[src/rtl/jfl_defs.svh]
// Constants for the fuse, lock and page programming link
`ifndef JFL_DEFS_SVH
`define JFL_DEFS_SVH

`define JFL_CMD_W 15
`define JFL_DONE_BIT 9
// Upper seven bits of a command word
`define JFL_OP_ENTER 7'h23
`define JFL_OP_ADDR_LO 7'h03
`define JFL_OP_ADDR_HI 7'h07
`define JFL_OP_DATA 7'h13
`define JFL_OP_EXT_RD 7'h3A
`define JFL_OP_EXT_IDLE 7'h3B
`define JFL_OP_EXT_GO 7'h39
`define JFL_OP_HIGH_RD 7'h3E
`define JFL_OP_HIGH_IDLE 7'h37
`define JFL_OP_HIGH_GO 7'h35
`define JFL_OP_LOW_RD 7'h32
`define JFL_OP_LOW_IDLE 7'h33
`define JFL_OP_LOW_GO 7'h31
`define JFL_OP_LOCK_RD 7'h36
// Mode bytes carried by the enter command
`define JFL_MODE_NOP 8'h00
`define JFL_MODE_FUSE_WR 8'h40
`define JFL_MODE_LOCK_WR 8'h20
`define JFL_MODE_FUSE_RD 8'h04
`define JFL_MODE_SIG_RD 8'h08
`define JFL_MODE_EE_RD 8'h03
// Reset values of the stored bytes, one means unprogrammed
`define JFL_FUSE_EXT_RST 8'hFF
`define JFL_FUSE_HIGH_RST 8'hFF
`define JFL_FUSE_LOW_RST 8'hFF
`define JFL_LOCK_RST 6'h3F
`define JFL_LOCK_PAD 2'h3
// Address widths and page size
`define JFL_PROGRAM_ADDR_TOP_BIT 5'h0F
`define JFL_EEPROM_ADDR_TOP_BIT 5'h0B
`define JFL_PAGE_BYTES 256
// Timing
`define JFL_MCLK_NS 100
`define JFL_WRITE_TIME_US 10
`define JFL_WRITE_CYC ((`JFL_WRITE_TIME_US * 1000) / `JFL_MCLK_NS)
`define JFL_TCK_PERIOD_NS 800
`define JFL_TCK_HALF_CYC (`JFL_TCK_PERIOD_NS / (2 * `JFL_MCLK_NS))
`define JFL_RESET_WALK 5

`endif

[src/rtl/jfl_pkg.sv]
// Types shared by both ends of the programming link
package jfl_pkg;
    typedef enum logic [1:0] {
        CHAIN_CMD = 2'h0,
        CHAIN_LOAD = 2'h1,
        CHAIN_READ = 2'h2
    } jfl_chain_t;

    typedef enum logic [9:0] {
        TAP_RESET = 10'h001,
        TAP_IDLE = 10'h002,
        TAP_SEL_DR = 10'h004,
        TAP_CAPTURE = 10'h008,
        TAP_SHIFT = 10'h010,
        TAP_EXIT1 = 10'h020,
        TAP_PAUSE = 10'h040,
        TAP_EXIT2 = 10'h080,
        TAP_UPDATE = 10'h100,
        TAP_SEL_IR = 10'h200
    } jfl_tap_t;

    typedef enum logic [7:0] {
        PH_RESET = 8'h01,
        PH_IDLE = 8'h02,
        PH_SEL = 8'h04,
        PH_CAP = 8'h08,
        PH_ENTER = 8'h10,
        PH_BITS = 8'h20,
        PH_UPD = 8'h40,
        PH_FIN = 8'h80
    } jfl_phase_t;
endpackage

[src/rtl/jfl_link_if.sv]
// Serial test-port pins between programmer and device
`timescale 1ns/1ns
`default_nettype none
interface jfl_link_if;
    logic tck;
    logic tms;
    logic tdi;
    logic tdo;
    jfl_pkg::jfl_chain_t chain;

    modport prog (output tck, output tms, output tdi, output chain, input tdo);
    modport dev (input tck, input tms, input tdi, input chain, output tdo);
endinterface
`default_nettype wire

[src/rtl/jfl_device.sv]
// Device end: command interpreter, fuse and lock store, page scan chains
`timescale 1ns/1ns
`default_nettype none
`include "jfl_defs.svh"
module jfl_device #(
    parameter logic [7:0] SIG_BYTE0 = 8'h5A, // Arbitrary identity value
    parameter logic [7:0] SIG_BYTE1 = 8'hA5, // Arbitrary identity value
    parameter logic [7:0] SIG_BYTE2 = 8'h3C  // Arbitrary identity value
) (
    input wire logic mclk, // System clock
    input wire logic reset_n, // Asynchronous reset
    jfl_link_if.dev link, // Test-port pins
    output logic [7:0] fuse_ext, // Extended fuse byte
    output logic [7:0] fuse_high, // High fuse byte
    output logic [7:0] fuse_low, // Low fuse byte
    output logic [5:0] lock_bits, // Lock bits
    output logic nvm_busy, // Fuse or lock write in progress
    input wire logic [7:0] cal_byte, // Calibration value
    output logic [15:0] ee_addr, // EEPROM read address
    input wire logic [7:0] ee_rdata, // EEPROM byte at ee_addr
    output logic [15:0] page_addr, // Flash page address
    output logic pg_wr, // Page buffer byte write pulse
    output logic [7:0] pg_wr_idx, // Byte index of pg_wr
    output logic [7:0] pg_wdata, // Byte written
    output logic [7:0] pg_rd_idx, // Byte index to read
    input wire logic [7:0] pg_rdata // Page byte at pg_rd_idx
);
    logic tck_s1, tck_s2, tck_s3;
    logic tms_s1, tms_s2;
    logic tdi_s1, tdi_s2;
    jfl_pkg::jfl_chain_t chain_s1, chain_s2;
    jfl_pkg::jfl_tap_t tap;
    logic [14:0] csh;
    logic [14:0] resp;
    logic [7:0] mode;
    logic [7:0] addr_lo;
    logic [7:0] addr_hi;
    logic [7:0] data;
    logic [7:0] psh;
    logic [2:0] bitc;
    logic [7:0] idx;
    logic [15:0] wcnt;
    logic rise;
    logic rise_q;
    logic upd;
    logic [6:0] op;
    logic [7:0] lo;
    logic go_ext, go_high, go_low, go_lock, go_any;
    logic [7:0] rd_byte;

    function automatic logic [15:0] keep_low(input logic [15:0] a, input logic [4:0] top);
        logic [15:0] m;
        m = 16'hFFFF >> (5'h0F - top);
        return a & m;
    endfunction

    function automatic jfl_pkg::jfl_tap_t tap_next(input jfl_pkg::jfl_tap_t s, input logic t);
        unique case (s)
            jfl_pkg::TAP_RESET: tap_next = t ? jfl_pkg::TAP_RESET : jfl_pkg::TAP_IDLE;
            jfl_pkg::TAP_IDLE: tap_next = t ? jfl_pkg::TAP_SEL_DR : jfl_pkg::TAP_IDLE;
            jfl_pkg::TAP_SEL_DR: tap_next = t ? jfl_pkg::TAP_SEL_IR : jfl_pkg::TAP_CAPTURE;
            jfl_pkg::TAP_CAPTURE: tap_next = t ? jfl_pkg::TAP_EXIT1 : jfl_pkg::TAP_SHIFT;
            jfl_pkg::TAP_SHIFT: tap_next = t ? jfl_pkg::TAP_EXIT1 : jfl_pkg::TAP_SHIFT;
            jfl_pkg::TAP_EXIT1: tap_next = t ? jfl_pkg::TAP_UPDATE : jfl_pkg::TAP_PAUSE;
            jfl_pkg::TAP_PAUSE: tap_next = t ? jfl_pkg::TAP_EXIT2 : jfl_pkg::TAP_PAUSE;
            jfl_pkg::TAP_EXIT2: tap_next = t ? jfl_pkg::TAP_UPDATE : jfl_pkg::TAP_SHIFT;
            jfl_pkg::TAP_UPDATE: tap_next = t ? jfl_pkg::TAP_SEL_DR : jfl_pkg::TAP_IDLE;
            // Instruction path is not used here; chain is picked by the chain pins
            jfl_pkg::TAP_SEL_IR: tap_next = t ? jfl_pkg::TAP_RESET : jfl_pkg::TAP_IDLE;
            default: tap_next = jfl_pkg::TAP_RESET;
        endcase
    endfunction

    // Every pin passes two flops; tck gets a third for edge finding
    always_ff @(posedge mclk or negedge reset_n) begin
        if (!reset_n) begin
            tck_s1 <= 1'b0;
            tck_s2 <= 1'b0;
            tck_s3 <= 1'b0;
            tms_s1 <= 1'b1;
            tms_s2 <= 1'b1;
            tdi_s1 <= 1'b0;
            tdi_s2 <= 1'b0;
            chain_s1 <= jfl_pkg::CHAIN_CMD;
            chain_s2 <= jfl_pkg::CHAIN_CMD;
        end else begin
            tck_s1 <= link.tck;
            tck_s2 <= tck_s1;
            tck_s3 <= tck_s2;
            tms_s1 <= link.tms;
            tms_s2 <= tms_s1;
            tdi_s1 <= link.tdi;
            tdi_s2 <= tdi_s1;
            chain_s1 <= link.chain;
            chain_s2 <= chain_s1;
        end
    end

    assign rise = tck_s2 & ~tck_s3;

    always_ff @(posedge mclk or negedge reset_n) begin
        if (!reset_n) begin
            tap <= jfl_pkg::TAP_RESET;
        end else if (rise) begin
            tap <= tap_next(tap, tms_s2);
        end
    end

    // Command chain: result goes out while the next word comes in
    always_ff @(posedge mclk or negedge reset_n) begin
        if (!reset_n) begin
            csh <= 15'h0000;
        end else if (rise && chain_s2 == jfl_pkg::CHAIN_CMD) begin
            if (tap == jfl_pkg::TAP_CAPTURE) begin
                csh <= resp;
            end else if (tap == jfl_pkg::TAP_SHIFT) begin
                csh <= {tdi_s2, csh[14:1]};
            end
        end
    end

    assign upd = rise && tap == jfl_pkg::TAP_UPDATE && chain_s2 == jfl_pkg::CHAIN_CMD;
    assign op = csh[14:8];
    assign lo = csh[7:0];
    // Writes start on the strobe whose bit 9 has dropped; a second start while busy is ignored
    assign go_ext = upd && mode == `JFL_MODE_FUSE_WR && op == `JFL_OP_EXT_GO && !nvm_busy;
    assign go_high = upd && mode == `JFL_MODE_FUSE_WR && op == `JFL_OP_HIGH_GO && !nvm_busy;
    assign go_low = upd && mode == `JFL_MODE_FUSE_WR && op == `JFL_OP_LOW_GO && !nvm_busy;
    assign go_lock = upd && mode == `JFL_MODE_LOCK_WR && op == `JFL_OP_LOW_GO && !nvm_busy;
    assign go_any = go_ext | go_high | go_low | go_lock;

    always_ff @(posedge mclk or negedge reset_n) begin
        if (!reset_n) begin
            mode <= `JFL_MODE_NOP;
            addr_lo <= 8'h00;
            addr_hi <= 8'h00;
            data <= 8'hFF;
        end else if (upd) begin
            if (op == `JFL_OP_ENTER) begin
                mode <= lo;
            end
            if (op == `JFL_OP_ADDR_LO) begin
                addr_lo <= lo;
            end
            if (op == `JFL_OP_ADDR_HI) begin
                addr_hi <= lo;
            end
            if (op == `JFL_OP_DATA) begin
                data <= lo;
            end
        end
    end

    // Values commit at the start of the write; busy models the write time
    always_ff @(posedge mclk or negedge reset_n) begin
        if (!reset_n) begin
            fuse_ext <= `JFL_FUSE_EXT_RST;
            fuse_high <= `JFL_FUSE_HIGH_RST;
            fuse_low <= `JFL_FUSE_LOW_RST;
            lock_bits <= `JFL_LOCK_RST;
        end else begin
            if (go_ext) begin
                fuse_ext <= data;
            end
            if (go_high) begin
                fuse_high <= data;
            end
            if (go_low) begin
                fuse_low <= data;
            end
            if (go_lock) begin
                lock_bits <= lock_bits & data[5:0];
            end
        end
    end

    always_ff @(posedge mclk or negedge reset_n) begin
        if (!reset_n) begin
            wcnt <= 16'h0000;
            nvm_busy <= 1'b0;
        end else if (go_any) begin
            wcnt <= 16'(`JFL_WRITE_CYC);
            nvm_busy <= 1'b1;
        end else if (wcnt != 16'h0000) begin
            wcnt <= wcnt - 16'h0001;
            nvm_busy <= wcnt != 16'h0001;
        end
    end

    always_comb begin
        rd_byte = 8'h00;
        if (mode == `JFL_MODE_FUSE_RD) begin
            unique case (op[6:1])
                6'(`JFL_OP_EXT_RD >> 1): rd_byte = fuse_ext;
                6'(`JFL_OP_HIGH_RD >> 1): rd_byte = fuse_high;
                6'(`JFL_OP_LOW_RD >> 1): rd_byte = fuse_low;
                6'(`JFL_OP_LOCK_RD >> 1): rd_byte = {`JFL_LOCK_PAD, lock_bits};
                default: rd_byte = 8'h00;
            endcase
        end else if (mode == `JFL_MODE_SIG_RD && op == `JFL_OP_LOW_RD) begin
            unique case (addr_lo[1:0])
                2'h0: rd_byte = SIG_BYTE0;
                2'h1: rd_byte = SIG_BYTE1;
                2'h2: rd_byte = SIG_BYTE2;
                2'h3: rd_byte = 8'hFF;
            endcase
        end else if (mode == `JFL_MODE_SIG_RD && op == `JFL_OP_LOCK_RD) begin
            rd_byte = cal_byte;
        end else if (mode == `JFL_MODE_EE_RD && op == `JFL_OP_LOW_RD) begin
            rd_byte = ee_rdata;
        end
    end

    // Reply for the next scan: completion flag plus any read byte
    always_ff @(posedge mclk or negedge reset_n) begin
        if (!reset_n) begin
            resp <= 15'h0000;
        end else if (upd) begin
            resp <= 15'h0000;
            resp[`JFL_DONE_BIT] <= !(nvm_busy | go_any);
            resp[7:0] <= rd_byte;
        end else if (!nvm_busy) begin
            resp[`JFL_DONE_BIT] <= 1'b1;
        end
    end

    always_ff @(posedge mclk or negedge reset_n) begin
        if (!reset_n) begin
            ee_addr <= 16'h0000;
            page_addr <= 16'h0000;
        end else begin
            ee_addr <= keep_low({addr_hi, addr_lo}, `JFL_EEPROM_ADDR_TOP_BIT);
            page_addr <= keep_low({addr_hi, addr_lo}, `JFL_PROGRAM_ADDR_TOP_BIT);
        end
    end

    // Page chains share one 8-bit shifter; a byte moves every eighth shift
    always_ff @(posedge mclk or negedge reset_n) begin
        if (!reset_n) begin
            psh <= 8'h00;
            bitc <= 3'h0;
            idx <= 8'h00;
            pg_wr <= 1'b0;
            pg_wr_idx <= 8'h00;
            pg_wdata <= 8'h00;
            pg_rd_idx <= 8'h00;
        end else begin
            pg_wr <= 1'b0;
            if (rise && chain_s2 != jfl_pkg::CHAIN_CMD) begin
                if (tap == jfl_pkg::TAP_CAPTURE) begin
                    bitc <= 3'h0;
                    idx <= 8'h00;
                    pg_rd_idx <= 8'h00;
                end else if (tap == jfl_pkg::TAP_SHIFT) begin
                    bitc <= bitc + 3'h1;
                    if (chain_s2 == jfl_pkg::CHAIN_LOAD) begin
                        psh <= {tdi_s2, psh[7:1]};
                        if (bitc == 3'h7) begin
                            pg_wr <= 1'b1;
                            pg_wr_idx <= idx;
                            pg_wdata <= {tdi_s2, psh[7:1]};
                            idx <= idx + 8'h01;
                        end
                    end else if (bitc == 3'h7) begin
                        // First eight shifts only fetch byte 0; their output is junk
                        psh <= pg_rdata;
                        idx <= idx + 8'h01;
                        pg_rd_idx <= idx + 8'h01;
                    end else begin
                        psh <= {1'b0, psh[7:1]};
                    end
                end
            end
        end
    end

    always_ff @(posedge mclk or negedge reset_n) begin
        if (!reset_n) begin
            rise_q <= 1'b0;
            link.tdo <= 1'b0;
        end else begin
            // Output moves only just after a seen rise, so a chain switch cannot glitch it
            rise_q <= rise;
            if (rise_q) begin
                link.tdo <= chain_s2 == jfl_pkg::CHAIN_CMD ? csh[0] : psh[0];
            end
        end
    end
endmodule
`default_nettype wire

[src/flat_wrapper.sv]
// flat-port wrapper written by rule: the top's interface ports become plain ports
module jfl_device_flat 
#(
    parameter logic [7:0] SIG_BYTE0 = 8'h5A,                            
    parameter logic [7:0] SIG_BYTE1 = 8'hA5,                            
    parameter logic [7:0] SIG_BYTE2 = 8'h3C                             
)
  (mclk, reset_n, fuse_ext, fuse_high, fuse_low, lock_bits, nvm_busy, cal_byte, ee_addr, ee_rdata, page_addr, pg_wr, pg_wr_idx, pg_wdata, pg_rd_idx, pg_rdata, link_tck, link_tms, link_tdi, link_chain, link_tdo);
  jfl_link_if link_i ();
  input wire logic mclk;
  input wire logic reset_n;
  output logic [7:0] fuse_ext;
  output logic [7:0] fuse_high;
  output logic [7:0] fuse_low;
  output logic [5:0] lock_bits;
  output logic nvm_busy;
  input wire logic [7:0] cal_byte;
  output logic [15:0] ee_addr;
  input wire logic [7:0] ee_rdata;
  output logic [15:0] page_addr;
  output logic pg_wr;
  output logic [7:0] pg_wr_idx;
  output logic [7:0] pg_wdata;
  output logic [7:0] pg_rd_idx;
  input wire logic [7:0] pg_rdata;
  input wire logic [$bits(link_i.tck)-1:0] link_tck;
  input wire logic [$bits(link_i.tms)-1:0] link_tms;
  input wire logic [$bits(link_i.tdi)-1:0] link_tdi;
  input wire logic [$bits(link_i.chain)-1:0] link_chain;
  output wire logic [$bits(link_i.tdo)-1:0] link_tdo;
  assign link_i.tck = link_tck;
  assign link_i.tms = link_tms;
  assign link_i.tdi = link_tdi;
  assign link_i.chain = link_chain;
  assign link_tdo = link_i.tdo;
  jfl_device #(.SIG_BYTE0(SIG_BYTE0), .SIG_BYTE1(SIG_BYTE1), .SIG_BYTE2(SIG_BYTE2)) u_core (.mclk(mclk), .reset_n(reset_n), .link(link_i), .fuse_ext(fuse_ext), .fuse_high(fuse_high), .fuse_low(fuse_low), .lock_bits(lock_bits), .nvm_busy(nvm_busy), .cal_byte(cal_byte), .ee_addr(ee_addr), .ee_rdata(ee_rdata), .page_addr(page_addr), .pg_wr(pg_wr), .pg_wr_idx(pg_wr_idx), .pg_wdata(pg_wdata), .pg_rd_idx(pg_rd_idx), .pg_rdata(pg_rdata));
endmodule
[config.mk]
export PLATFORM = sky130hd
export DESIGN_NAME = jfl_device_flat
export DESIGN_NICKNAME = d
export VERILOG_FILES = /design/src/rtl/jfl_pkg.sv /design/src/rtl/jfl_link_if.sv /design/src/rtl/jfl_device.sv /design/src/flat_wrapper.sv
export VERILOG_INCLUDE_DIRS = /design/src /design/src/rtl
export SDC_FILE = /design/constraint.sdc
export NUM_CORES = 1
export LEC_CHECK = 0
export CORE_ASPECT_RATIO = 0.8
export CORE_MARGIN = 2
export CORE_UTILIZATION = 30
export CTS_BUF_LIST = sky130_fd_sc_hd__clkbuf_4
export CTS_CLUSTER_SIZE = 30
export DETAILED_ROUTE_END_ITERATION = 12
export DONT_BUFFER_PORTS = 1
export GPL_ROUTABILITY_DRIVEN = 0
export HOLD_SLACK_MARGIN = 0.02
export SYNTH_ARGS = -nofsm -noshare
export SYNTH_HDL_FRONTEND = slang
export SYNTH_SLANG_ARGS = --single-unit
[constraint.sdc]
create_clock -name mclk -period 2.6 [get_ports mclk]
set_clock_uncertainty 0.15 [all_clocks]
set_input_delay 0.52 -clock mclk [delete_from_list [all_inputs] [get_ports mclk]]
set_output_delay 0.52 -clock mclk [all_outputs]
set_load 0.05 [all_outputs]
* Word-level counts from Yosys, hierarchy flattened
Cells that the tools add are included.
** Storage, ports and cells
- Logic and storage cells :: 158
- Register bits :: 198
- Input port bits :: 31
- Output and inout port bits :: 89
** Operators by class
- Equal/unequal tests :: 36
- Reductions and logical operators :: 39
- Bitwise logic cells :: 8
- Mux-type cells :: 38
- $add $sub $neg :: 3
** Operator list (number)
- two-way mux 8 bit :: 13
- case mux 10 bit (7 select lines) :: 1
- case mux 8 bit (4 select lines) :: 2
- == test 7 x 6 -> 1 bit, second input constant :: 6
- two-way mux 16 bit :: 2
- two-way mux 15 bit :: 2
- == test 6 x 5 -> 1 bit, second input constant :: 4
- two-way mux 9 bit :: 2
- logical AND 1 bit :: 17
- != test 16 x 1 -> 1 bit, second input constant :: 1
- nonzero test 16 bit :: 1
- subtractor 16 x 1 -> 16 bit, second input constant :: 1
- AND reduction 2 bit :: 6
- == test 10 x 1 -> 1 bit, second input constant :: 1
- == test 10 bit, second input constant :: 1
- == test 10 x 2 -> 1 bit, second input constant :: 1
- == test 10 x 3 -> 1 bit, second input constant :: 1
- == test 10 x 4 -> 1 bit, second input constant :: 1
- == test 10 x 5 -> 1 bit, second input constant :: 1
- == test 10 x 6 -> 1 bit, second input constant :: 1
- == test 10 x 7 -> 1 bit, second input constant :: 1
- == test 10 x 8 -> 1 bit, second input constant :: 1
- == test 10 x 9 -> 1 bit, second input constant :: 1
- two-way mux 1 bit :: 10
- 30 further kinds :: 46

* Depth between registers and ports, before layout
Gate-level depths: netlist (run 1).
- Depth after elaboration :: 13
- Gate-level depth with buffers :: 8
- Mapped depth without buffers :: 7

* Least setup slack after synthesis (run 1)
OpenSTA, ideal clock, no wires.
- Path kind :: register to register
- Start point :: reg u_core.wcnt[0]
- End point :: reg u_core.wcnt[2]
- Path buffers :: 1
- Slack :: 22 ps
- Data arrival time :: 2303 ps
- Data required time :: 2326 ps
- Stages on the path, launching flop included :: 9
- Path through :: dfrtp_1 -> inv_1 -> ha_1 -> or4b_2 -> or4_1 -> clkbuf_1 -> nand2_1 -> mux2i_1 -> or2_1
** On the way
- Longest elaborated chain between the ends :: 3
** RTL lines
- start, declared :: RTL line jfl_device.sv:42 : logic [15:0] wcnt;
- start signal, assigned :: RTL line jfl_device.sv:182 : wcnt <= 16'(`JFL_WRITE_CYC);
- start signal, assigned :: RTL line jfl_device.sv:185 : wcnt <= wcnt - 16'h0001;
- subtractor 16 x 1 -> 16 bit :: RTL line jfl_device.sv:185
- two-way mux 16 bit :: RTL line jfl_device.sv:184 : end else if (wcnt != 16'h0000) begin
- two-way mux 16 bit :: RTL line jfl_device.sv:181 : end else if (go_any) begin
Parallel ways exist; a longest one is shown, timed or not. The select of a mux whose other input is x is not followed.
A chain may end at the register's enable or synchronous reset.

* Worst setup path in the final report (run 1)
- Start point :: reg u_core.csh[10]
- End point :: reg u_core.resp[1]
** On the way
- Longest elaborated chain between the ends :: 6
** RTL lines
- start, declared :: RTL line jfl_device.sv:33 : logic [14:0] csh;
- start signal, assigned :: RTL line jfl_device.sv:115 : csh <= resp;
- start signal, assigned :: RTL line jfl_device.sv:117 : csh <= {tdi_s2, csh[14:1]};
- == test 7 x 6 -> 1 bit (no line)
- logical AND 1 bit (no line)
- two-way mux 8 bit :: RTL line jfl_device.sv:209 : end else if (mode == `JFL_MODE_EE_RD && op == `JFL_OP_LOW_RD) begin
- two-way mux 8 bit :: RTL line jfl_device.sv:207 : end else if (mode == `JFL_MODE_SIG_RD && op == `JFL_OP_LOCK_RD) begin
- two-way mux 8 bit :: RTL line jfl_device.sv:200 : end else if (mode == `JFL_MODE_SIG_RD && op == `JFL_OP_LOW_RD) begin
- two-way mux 8 bit * :: RTL line jfl_device.sv:192 : if (mode == `JFL_MODE_FUSE_RD) begin
- end signal, assigned by index :: RTL line jfl_device.sv:220 : resp[`JFL_DONE_BIT] <= !(nvm_busy | go_any);
- end signal, assigned :: RTL line jfl_device.sv:221 : resp[7:0] <= rd_byte;
- end, declared :: RTL line jfl_device.sv:34 : logic [14:0] resp;
Every way passes the cells marked *; elsewhere a longest branch is shown, timed or not.

==> impl_metrics.tcl, run 1 <==
set metrics [dict create \
    status "finished with violations" \
    failed_checks "negative hold slack" \
    syn_area_mm2 0.008527 \
    netSwitchingPower_mw 1.358 \
    ios 120 \
    setup_violations 0 \
    final_max_slew_viol_count 0 \
    power_frac_seq_pct 61.7 \
    grt-ovfl-total 0 \
    antenna_found_initial 2 \
    design_area_mm2 0.009703 \
    wl_mm 19.80 \
    htreeDepth 4 \
    grt_max_degree 187 \
    yosys_warnings 0 \
    wl_per_cell_um 17.28 \
    maxCapViolations 0 \
    critPathCaptureType "flip-flop" \
    core_mm2 0.02815 \
    viasPerCell 4.876 \
    worstPathRequired_ns 2.96 \
    synth_top_family_by_area "simple AND/OR/NAND/NOR gates" \
    p_leak_nw 4.347 \
    cts_buffers 17 \
    max_stage_delay_ns 0.60 \
    combPwrFrac_pct 5.4 \
    cts_root_buf "clkbuf_4" \
    p_sw_share_pct 28.03 \
    cts.sinks 186 \
    remaining_drc_errors 0 \
    start_util_pct 30.30 \
    portBuffers 0 \
    worstPathMaxFanout 7 \
    hold_ws_ns -0.5203 \
    synth_flop_cell "dfrtp_1" \
    drtIter0Drc 352 \
    dpl.cell_count 1085 \
    r2r_start "u_core.csh[10]$_DFFE_PN0P_" \
    drive_above_1_share_pct 29.07 \
    firstDrtPassIters 5 \
    die_w_um 192.5 \
    clkPwrFrac_pct 32.9 \
    crit_type "flip-flop to flip-flop" \
    synthAdderAreaFrac_pct 1.321 \
    slew_headroom_pct 63.99 \
    synthMuxAreaShare_pct 14.10 \
    crit_path_start "u_core.csh[10]$_DFFE_PN0P_" \
    async_flop_share_pct 100.0 \
    cts_tree "built" \
    nets 801 \
    hold_violations 186 \
    syn2layout_area_growth_pct 13.79 \
    synth_cell_types 69 \
    clkTransAtPathRegs_ns 0.16 \
    grt_pass1_wl_mm 31.88 \
    cts_setup_buffers 0 \
    r2r_cells 5 \
    final_cell_count_no_fill 1146 \
    rsz0062_at_grt "no" \
    tns_ns 0 \
    endpoint "u_core.resp[1]$_DFFE_PN0P_" \
    core.rowCount 55 \
    synth-seq-cells 186 \
    powerDensity_mw_per_mm2 499.5 \
    min_path_type "primary input to async pin" \
    r2r_slack_ns 0.13 \
    r2r_end "u_core.resp[1]$_DFFE_PN0P_" \
    finalCritPeriodShare_pct 94.91 \
    num_vias 5588 \
    vdd_drop_max_mv 0.2263 \
    synth_compound_area_share_pct 8.804 \
    fp.dieArea_mm2 0.02980 \
    post-route-min-period_ns 2.468 \
    start_kind "flip-flop" \
    worstPathArrival_ns 2.83 \
    grt_usage_pct 13.81 \
    ctsHoldBuffers 27 \
    cp_common_cell "or4_1" \
    die_y_um 154.8 \
    grt_pass1_vias 5597 \
    yosys.area_share.simple_pct 14.73 \
    finalPower_mw 4.847 \
    synth-edff-count 0 \
    synth-xor-area-share_pct 2.054 \
    ys_seq_area_share_pct 55.19 \
    worst_pin_slew_ns 0.5386 \
    clk-insertion-delay-late_ns 0.60 \
    hpwl_mm 13.56 \
    path_cells "or4_1 -> or4_1 -> nor3_4 -> a22oi_1 -> a31oi_1" \
    synthCells 704 \
    avgSynthCellArea_um2 12.11 \
    place_area_mm2 0.009148 \
    power.internal_mw 3.488 \
    cp_slowest_cell "or4_1" \
    cts_buffer_depth 2 \
    fmax_mhz 405.3 \
    antenna_left 0 \
]
==> sequential cells by signal (all words and copies together), names as in the netlist, 9 cells and up <==
| signal | count |
|---|---|
| u_core.page_addr | 16 |
| u_core.resp | 9 |
| u_core.wcnt | 16 |
| u_core.tap | 10 |
| u_core.csh | 15 |
==> critical path, delay by kind of cell, from the launching register on <==
kind            cells  cell delay (ns)
flops               1             0.42
simple gates        3             1.48
compound gates      2             0.35
==> layer usage <==
| layer | wire (µm) | global-route usage (%) | vias to the layer above |
|---|---|---|---|
| li1 | - | - | 2675 |
| met1 | 9821 | 19.94 | 2793 |
| met2 | 8585 | 19.65 | 104 |
| met3 | 1226 | 4.652 | 16 |
| met4 | 167 | 3.562 | 0 |
| met5 | 0 | 0 | - |
==> power groups by stage <==
stage,combinational (mW),sequential [mW],clock [mW]
after floorplan,0.232,3.00,0
after global placement,0.225,3.04,0
after detailed placement,0.227,3.04,0
after CTS,0.262,2.99,1.67
after global routing,0.286,3.00,1.79
final,0.262,2.99,1.60
==> worst min-delay path by stage <==
stage,start,to,slack [ns]
after global placement,reset_n,u_core.wcnt[15]$_DFFE_PN0P_,0.1
after floorplan,reset_n,u_core.addr_hi[0]$_DFFE_PN0P_,0.07
final,reset_n,u_core.wcnt[15]$_DFFE_PN0P_,-0.52
after detailed placement,reset_n,u_core.wcnt[15]$_DFFE_PN0P_,0.1
after CTS,reset_n,u_core.psh[2]$_DFFE_PN0P_,-0.60
after global routing,reset_n,u_core.pg_rd_idx[3]$_DFFE_PN0P_,-0.60
==> cell usage in the layout, fill, tap and decap left out, drive strengths merged, types with 5 or more instances in the layout <==
cell type	n
a21oi	12
a22o	8
a22oi	6
a31oi	10
and3	5
buf	53
clkbuf	17
clkinv	5
dfrtp	145
dfstp	41
dlygate4sd3	27
ha	9
inv	25
mux2	74
mux2i	20
mux4	6
nand2	51
nand2b	10
nand3	18
nand4	9
nand4b	5
nor2	46
nor3	15
nor4	15
o211ai	5
o21a	6
o21ai	34
o2bb2ai	9
o31ai	7
or3	6
or4	9
xnor2	11
xor2	9
==> cell usage after synthesis (all sizes together), types with 7 or more instances <==
master,n,area [µm²]
mux2i,20,200.2
o2bb2ai,9,78.83
nand3,18,95.09
mux2,74,867.1
nor4,15,133.9
o31ai,7,52.55
nand2b,10,62.56
nand2,51,191.4
a31oi,10,62.56
nor3,15,86.34
or4,9,71.32
buf,28,200.2
xor2,9,78.83
ha,9,112.6
nand4,9,83.83
dfstp,41,1077
o21ai,34,170.2
clkbuf,17,63.81
inv,14,52.55
nor2,46,188.9
a22o,8,70.07
xnor2,11,96.34
a21oi,12,60.06
dfrtp,145,3628
==> per-stage QoR <==
step / hold WS (ns) / setup slack, ns / utilization, %
after floorplan: 0.07441 / 0.02231 / -
after global placement: 0.09816 / 0.1105 / 32.50
after detailed placement: 0.09728 / 0.06904 / 32.50
after CTS: -0.5962 / 0.04495 / 34.44
after global routing: -0.5969 / 0.04963 / 34.47
final: -0.5203 / 0.1325 / 34.47
==> area by class of cell <==
type | count | area, µm²
fill | 2772 | 18440
sequential | 186 | 4706
multi-input combinational | 461 | 3516
timing repair buffer | 80 | 680.7
tap | 370 | 462.9
clock inverter | 15 | 148.9
clock buffer | 17 | 127.6
inverter | 15 | 56.30
antenna | 2 | 5.005
==> what timing repair did <==
action | 4_1_cts | 5_1_grt
endpoints found under the setup margin | 0 | 3
endpoints found under the hold margin | 207 | 186
resized for setup | 0 | 1
==> cells by family after synthesis <==
family          Yosys count
xor+xnor                 20
other cells               1
flops                   186
buf+inv                  60
simple gates            215
mux                     100
fa+ha+maj                 9
compound gates          113
Note: power is estimated with default switching activity, not from simulation.
==> run 2: changes to the inputs <==
--- a/config.mk
+++ b/config.mk
@@ -6,7 +6,7 @@
 export SDC_FILE = /design/constraint.sdc
 export NUM_CORES = 1
 export LEC_CHECK = 0
-export CORE_ASPECT_RATIO = 0.8
+export CORE_ASPECT_RATIO = 1.5
 export CORE_MARGIN = 2
 export CORE_UTILIZATION = 30
 export CTS_BUF_LIST = sky130_fd_sc_hd__clkbuf_4
==> impl_metrics.tcl, run 2 (synthesis results as in run 1) <==
set metrics [dict create \
    finish.utilization_pct 34.59 \
    htreeDepth 4 \
    setup_violations 0 \
    remaining_drc_errors 0 \
    place_ws_ns 0.07178 \
    final_max_slew_viol_count 0 \
    reg_top3 "u_core.page_addr (16), u_core.wcnt (16), u_core.csh (15)" \
    critPathCaptureType "flip-flop" \
    dpl.cell_count 1058 \
    min_path_type "primary input to async pin" \
    slew_headroom_pct 60.73 \
    antenna_found_initial 2 \
    grt_max_degree 187 \
    syn2layout_area_growth_pct 13.43 \
    mostFrequentLayoutCell "dfrtp_1" \
    firstDrtPassIters 4 \
    worstPathArrival_ns 2.83 \
    r2r_end "u_core.wcnt[2]$_DFFE_PN0P_" \
    grt_usage_pct 13.85 \
    maxCapViolations 0 \
    failed_checks "negative hold slack" \
    drive_above_1_share_pct 29.03 \
    fmax_mhz 407.3 \
    vdd_drop_max_mv 0.2261 \
    nets 802 \
    portBuffers 0 \
    grt-ovfl-total 0 \
    finalCritPeriodShare_pct 94.43 \
    final_cell_mix "145 x dfrtp_1, 65 x mux2_2, 51 x nand2_1, 51 x buf_4, 44 x nor2_1" \
    cts_tree "built" \
    antenna_left 0 \
    fillers 2779 \
    cts_buffer_depth 2 \
    worst_pin_slew_ns 0.5846 \
    start_util_pct 30.49 \
    r2r_start "u_core.wcnt[1]$_DFFE_PN0P_" \
    cts_root_buf "clkbuf_4" \
    crit_type "flip-flop to flip-flop" \
    grt_pass1_wl_mm 32.20 \
    num_vias 5683 \
    core.rowCount 75 \
    clk-insertion-delay-late_ns 0.63 \
    die_y_um 210.5 \
    ctsHoldBuffers 29 \
    ios 120 \
    wl_mm 19.73 \
    status "finished with violations" \
    worstPathRequired_ns 2.97 \
    hpwl_mm 13.76 \
    setup_slack_ns 0.1449 \
    p_leak_nw 4.342 \
    r2r_slack_ns 0.14 \
    powerDensity_mw_per_mm2 494.3 \
    start_kind "flip-flop" \
    hold_violations 186 \
    clkTransAtPathRegs_ns 0.16 \
    grt_pass1_vias 5888 \
    tns_ns 0 \
    core_mm2 0.02796 \
    rsz0062_at_grt "no" \
    post-route-min-period_ns 2.455 \
    die_w_um 141.7 \
    crit_path_start "u_core.wcnt[1]$_DFFE_PN0P_" \
    fp.dieArea_mm2 0.02982 \
    wl_per_cell_um 17.59 \
    worstPathMaxFanout 6 \
    finalPower_mw 4.781 \
    cts.sinks 186 \
    final_cell_count_no_fill 1122 \
    drtIter0Drc 234 \
    cts_buffers 17 \
    r2r_cells 7 \
    hold_ws_ns -0.5785 \
    viasPerCell 5.065 \
]
==> run 2: final cells by class <==
class / count / area, µm² / area share, %
Sequential cell: 186 / 4706 / 48.65
Clock buffer: 19 / 142.6 / 1.475
Multi-Input combinational cell: 461 / 3518 / 36.38
Tap cell: 346 / 432.9 / 4.476
Timing Repair Buffer: 81 / 693.2 / 7.167
Antenna cell: 1 / 2.502 / 0.02587
Inverter: 15 / 56.30 / 0.5821
Clock inverter: 13 / 120.1 / 1.242
==> run 2: worst max path at each step <==
| stage | end | slack, ns | cells after the start |
|---|---|---|---|
| floorplan | u_core.wcnt[2]$_DFFE_PN0P_ | 0.02 | 8 |
| global placement | u_core.wcnt[2]$_DFFE_PN0P_ | 0.1 | 7 |
| detailed placement | u_core.fuse_high[3]$_DFFE_PN1P_ | 0.07 | 5 |
| CTS | u_core.fuse_high[3]$_DFFE_PN1P_ | 0.06 | 5 |
| global route | u_core.wcnt[5]$_DFFE_PN0P_ | 0.05 | 7 |
| finish | u_core.wcnt[2]$_DFFE_PN0P_ | 0.14 | 7 |
==> run 2: timing repair <==
item | CTS | global route
endpoints found under the setup margin | 0 | 17
resized for setup | 0 | 2
endpoints found under the hold margin | 207 | 186
setup buffers | 0 | 2
==> run 2: routing by layer <==
| metal | routed length, µm | vias up | GRT usage [%] |
|---|---|---|---|
| li1 | - | 2672 | - |
| met1 | 7932 | 2856 | 15.64 |
| met2 | 10070 | 110 | 23.55 |
| met3 | 1058 | 43 | 4.475 |
| met4 | 652 | 2 | 6.655 |
| met5 | 16 | - | 0 |
==> run 2: power by group <==
group,total [mW],switching [mW],internal [mW]
combinational,0.273,0.153,0.120
clock,1.53,1.03,0.502
sequential,2.98,0.0443,2.93
total,4.78,1.23,3.55
==> run 2: worst max-delay path, stage by stage, from the launching register on <==
cell and delay (ns):
dfrtp_1 0.42, inv_1 0.08, ha_1 0.15, or4b_2 0.60, or4_4 0.60, nand2_1 0.09, mux2i_1 0.06, or2_1 0.20
==> run 2: through the flow <==
| stage | hold slack (ns) | instance area, µm² |
|---|---|---|
| after floorplan | 0.07441 | 8538 |
| after global placement | 0.08397 | 9095 |
| after detailed placement | 0.08221 | 9095 |
| after CTS | -0.6429 | 9648 |
| after global routing | -0.6621 | 9672 |
| final | -0.5785 | 9672 |
==> run 3: changes to the inputs <==
--- a/config.mk
+++ b/config.mk
@@ -15,6 +15,7 @@
 export DONT_BUFFER_PORTS = 1
 export GPL_ROUTABILITY_DRIVEN = 0
 export HOLD_SLACK_MARGIN = 0.02
+export REMOVE_ABC_BUFFERS = 1
 export SYNTH_ARGS = -nofsm -noshare
 export SYNTH_HDL_FRONTEND = slang
 export SYNTH_SLANG_ARGS = --single-unit
==> impl_metrics.tcl, run 3 (synthesis results as in run 1) <==
set metrics [dict create \
    status "finished with violations" \
    failed_checks "negative hold slack" \
    start_util_pct 30.49 \
    wl_mm 20.04 \
    hold_violations 186 \
    viasPerCell 5.009 \
    cts_tree "built" \
    grt_pass1_wl_mm 31.96 \
    powerDensity_mw_per_mm2 519.1 \
    die_y_um 210.5 \
    post-route-min-period_ns 2.493 \
    critPathCaptureType "flip-flop" \
    drtIter0Drc 275 \
    nets 803 \
    remaining_drc_errors 0 \
    final_cell_mix "145 x dfrtp_1, 65 x mux2_2, 53 x buf_4" \
    antenna_left 0 \
    met2_length_mm 10.36 \
    htreeDepth 4 \
    syn2layout_area_growth_pct 14.19 \
    maxCapViolations 0 \
    grt_usage_pct 13.93 \
    grt_max_degree 187 \
    worst_pin_slew_ns 0.6156 \
    core_mm2 0.02796 \
    final_max_slew_viol_count 0 \
    rsz0062_at_grt "no" \
    worstPathArrival_ns 2.90 \
    grt_pass1_vias 5803 \
    drive_above_1_share_pct 29.25 \
    p_leak_nw 4.367 \
    firstDrtPassIters 4 \
    cts.sinks 186 \
    cts_buffer_depth 2 \
    die_w_um 141.7 \
    ctsHoldBuffers 29 \
    grt-ovfl-total 0 \
    ios 120 \
    wl_per_cell_um 17.85 \
    top_layer_used "met5" \
    min_path_type "primary input to async pin" \
    wl_met3_um 976 \
    crit_type "flip-flop to flip-flop" \
    fmax_mhz 401.2 \
    clkTransAtPathRegs_ns 0.15 \
    fp.dieArea_mm2 0.02982 \
    portBuffers 0 \
    worstPathRequired_ns 3.01 \
    vdd_drop_max_mv 0.2659 \
    cts_setup_buffers 0 \
    worstPathMaxFanout 7 \
    reg_top3 "u_core.page_addr (16), u_core.wcnt (16), u_core.csh (15)" \
    fillers 2745 \
    cts_buffers 17 \
    num_vias 5625 \
    start_kind "flip-flop" \
    cts_root_buf "clkbuf_4" \
    r2r_slack_ns 0.11 \
    r2r_start "u_core.csh[10]$_DFFE_PN0P_" \
    slew_headroom_pct 58.81 \
    wl_met1_mm 7.968 \
    hpwl_mm 14.09 \
    finish.utilization_pct 34.82 \
    r2r_cells 5 \
    setup_violations 0 \
    finalCritPeriodShare_pct 95.87 \
    antenna_found_initial 2 \
    r2r_end "u_core.resp[6]$_DFFE_PN0P_" \
    clk-insertion-delay-late_ns 0.63 \
    mostFrequentLayoutCell "dfrtp_1" \
    hold_ws_ns -0.5636 \
    core.rowCount 75 \
]
[run 3: cell count changes in the layout (fill, tap and decap cells not counted), sizes merged]
cell	before	now
clkinv	9	4
bufinv	1	4
clkinvlp	2	4
buf	52	53
clkbuf	19	20
inv	16	15
[run 3: metal layers]
layer  vias to the layer above  GRT usage (%)
li1                       2652              -
met4                         2          8.207
met2                       116          23.67
met5                         -              0
met1                      2811          15.24
met3                        44          4.316
[run 3: worst max-delay path by stage]
stage | start | end | slack (ns) | depth (start not counted)
floorplan | u_core.tap[1]$_DFFE_PN0N_ | u_core.data[0]$_DFFE_PN1P_ | -0.20 | 4
global placement | u_core.wcnt[1]$_DFFE_PN0P_ | u_core.wcnt[2]$_DFFE_PN0P_ | 0.09 | 7
detailed placement | u_core.wcnt[1]$_DFFE_PN0P_ | u_core.wcnt[2]$_DFFE_PN0P_ | 0.07 | 7
CTS | u_core.wcnt[1]$_DFFE_PN0P_ | u_core.wcnt[2]$_DFFE_PN0P_ | 0.04 | 7
global route | u_core.chain_s2[0]$_DFF_PN0_ | u_core.addr_lo[5]$_DFFE_PN0P_ | 0.01 | 5
finish | u_core.csh[10]$_DFFE_PN0P_ | u_core.resp[6]$_DFFE_PN0P_ | 0.11 | 5
[run 3: timing repair]
| action | 4_1_cts | 5_1_grt |
|---|---|---|
| gates resized for setup | 0 | 3 |
| endpoints found under the setup margin | 0 | 6 |
| hold endpoints to repair | 207 | 186 |
[run 3: area by class of cell]
| type | instances | area [µm²] | area share, % |
|---|---|---|---|
| Antenna cell | 1 | 2.502 | 0.02570 |
| Clock buffer | 20 | 150.1 | 1.542 |
| Clock inverter | 12 | 173.9 | 1.786 |
| Inverter | 15 | 56.30 | 0.5783 |
| Multi-Input combinational cell | 461 | 3527 | 36.22 |
| Sequential cell | 186 | 4706 | 48.33 |
| Tap cell | 346 | 432.9 | 4.446 |
| Timing Repair Buffer | 82 | 688.2 | 7.068 |
[run 3: where the power goes]
group	internal [mW]	switching, mW	leakage [nW]
Clock	0.791	1.01	0.165
Combinational	0.121	0.154	1.87
Sequential	2.93	0.0458	2.33
Total	3.84	1.21	4.37
[run 3: per-stage QoR]
stage / worst slack, ns / instances / setup TNS [ns] / power, mW / cell area, µm²
5_1_grt: 0.009907 / 1123 / 0 / 5.280 / 9737
3_5_place_dp: 0.06633 / 1061 / 0 / 3.269 / 9105
6_report: 0.1075 / 1123 / 0 / 5.054 / 9737
4_1_cts: 0.04370 / 1122 / 0 / 5.136 / 9719
2_1_floorplan: -0.2030 / 662 / -1.624 / 3.201 / 8274
3_3_place_gp: 0.09051 / 1061 / 0 / 3.263 / 9105
[run 3: worst max-delay path, cell delays in order, from the launching register on]
cell,delay (ns)
dfrtp_1,0.42
or4_1,0.60
or4_1,0.59
nor3_4,0.30
a22oi_1,0.19
a31oi_1,0.18
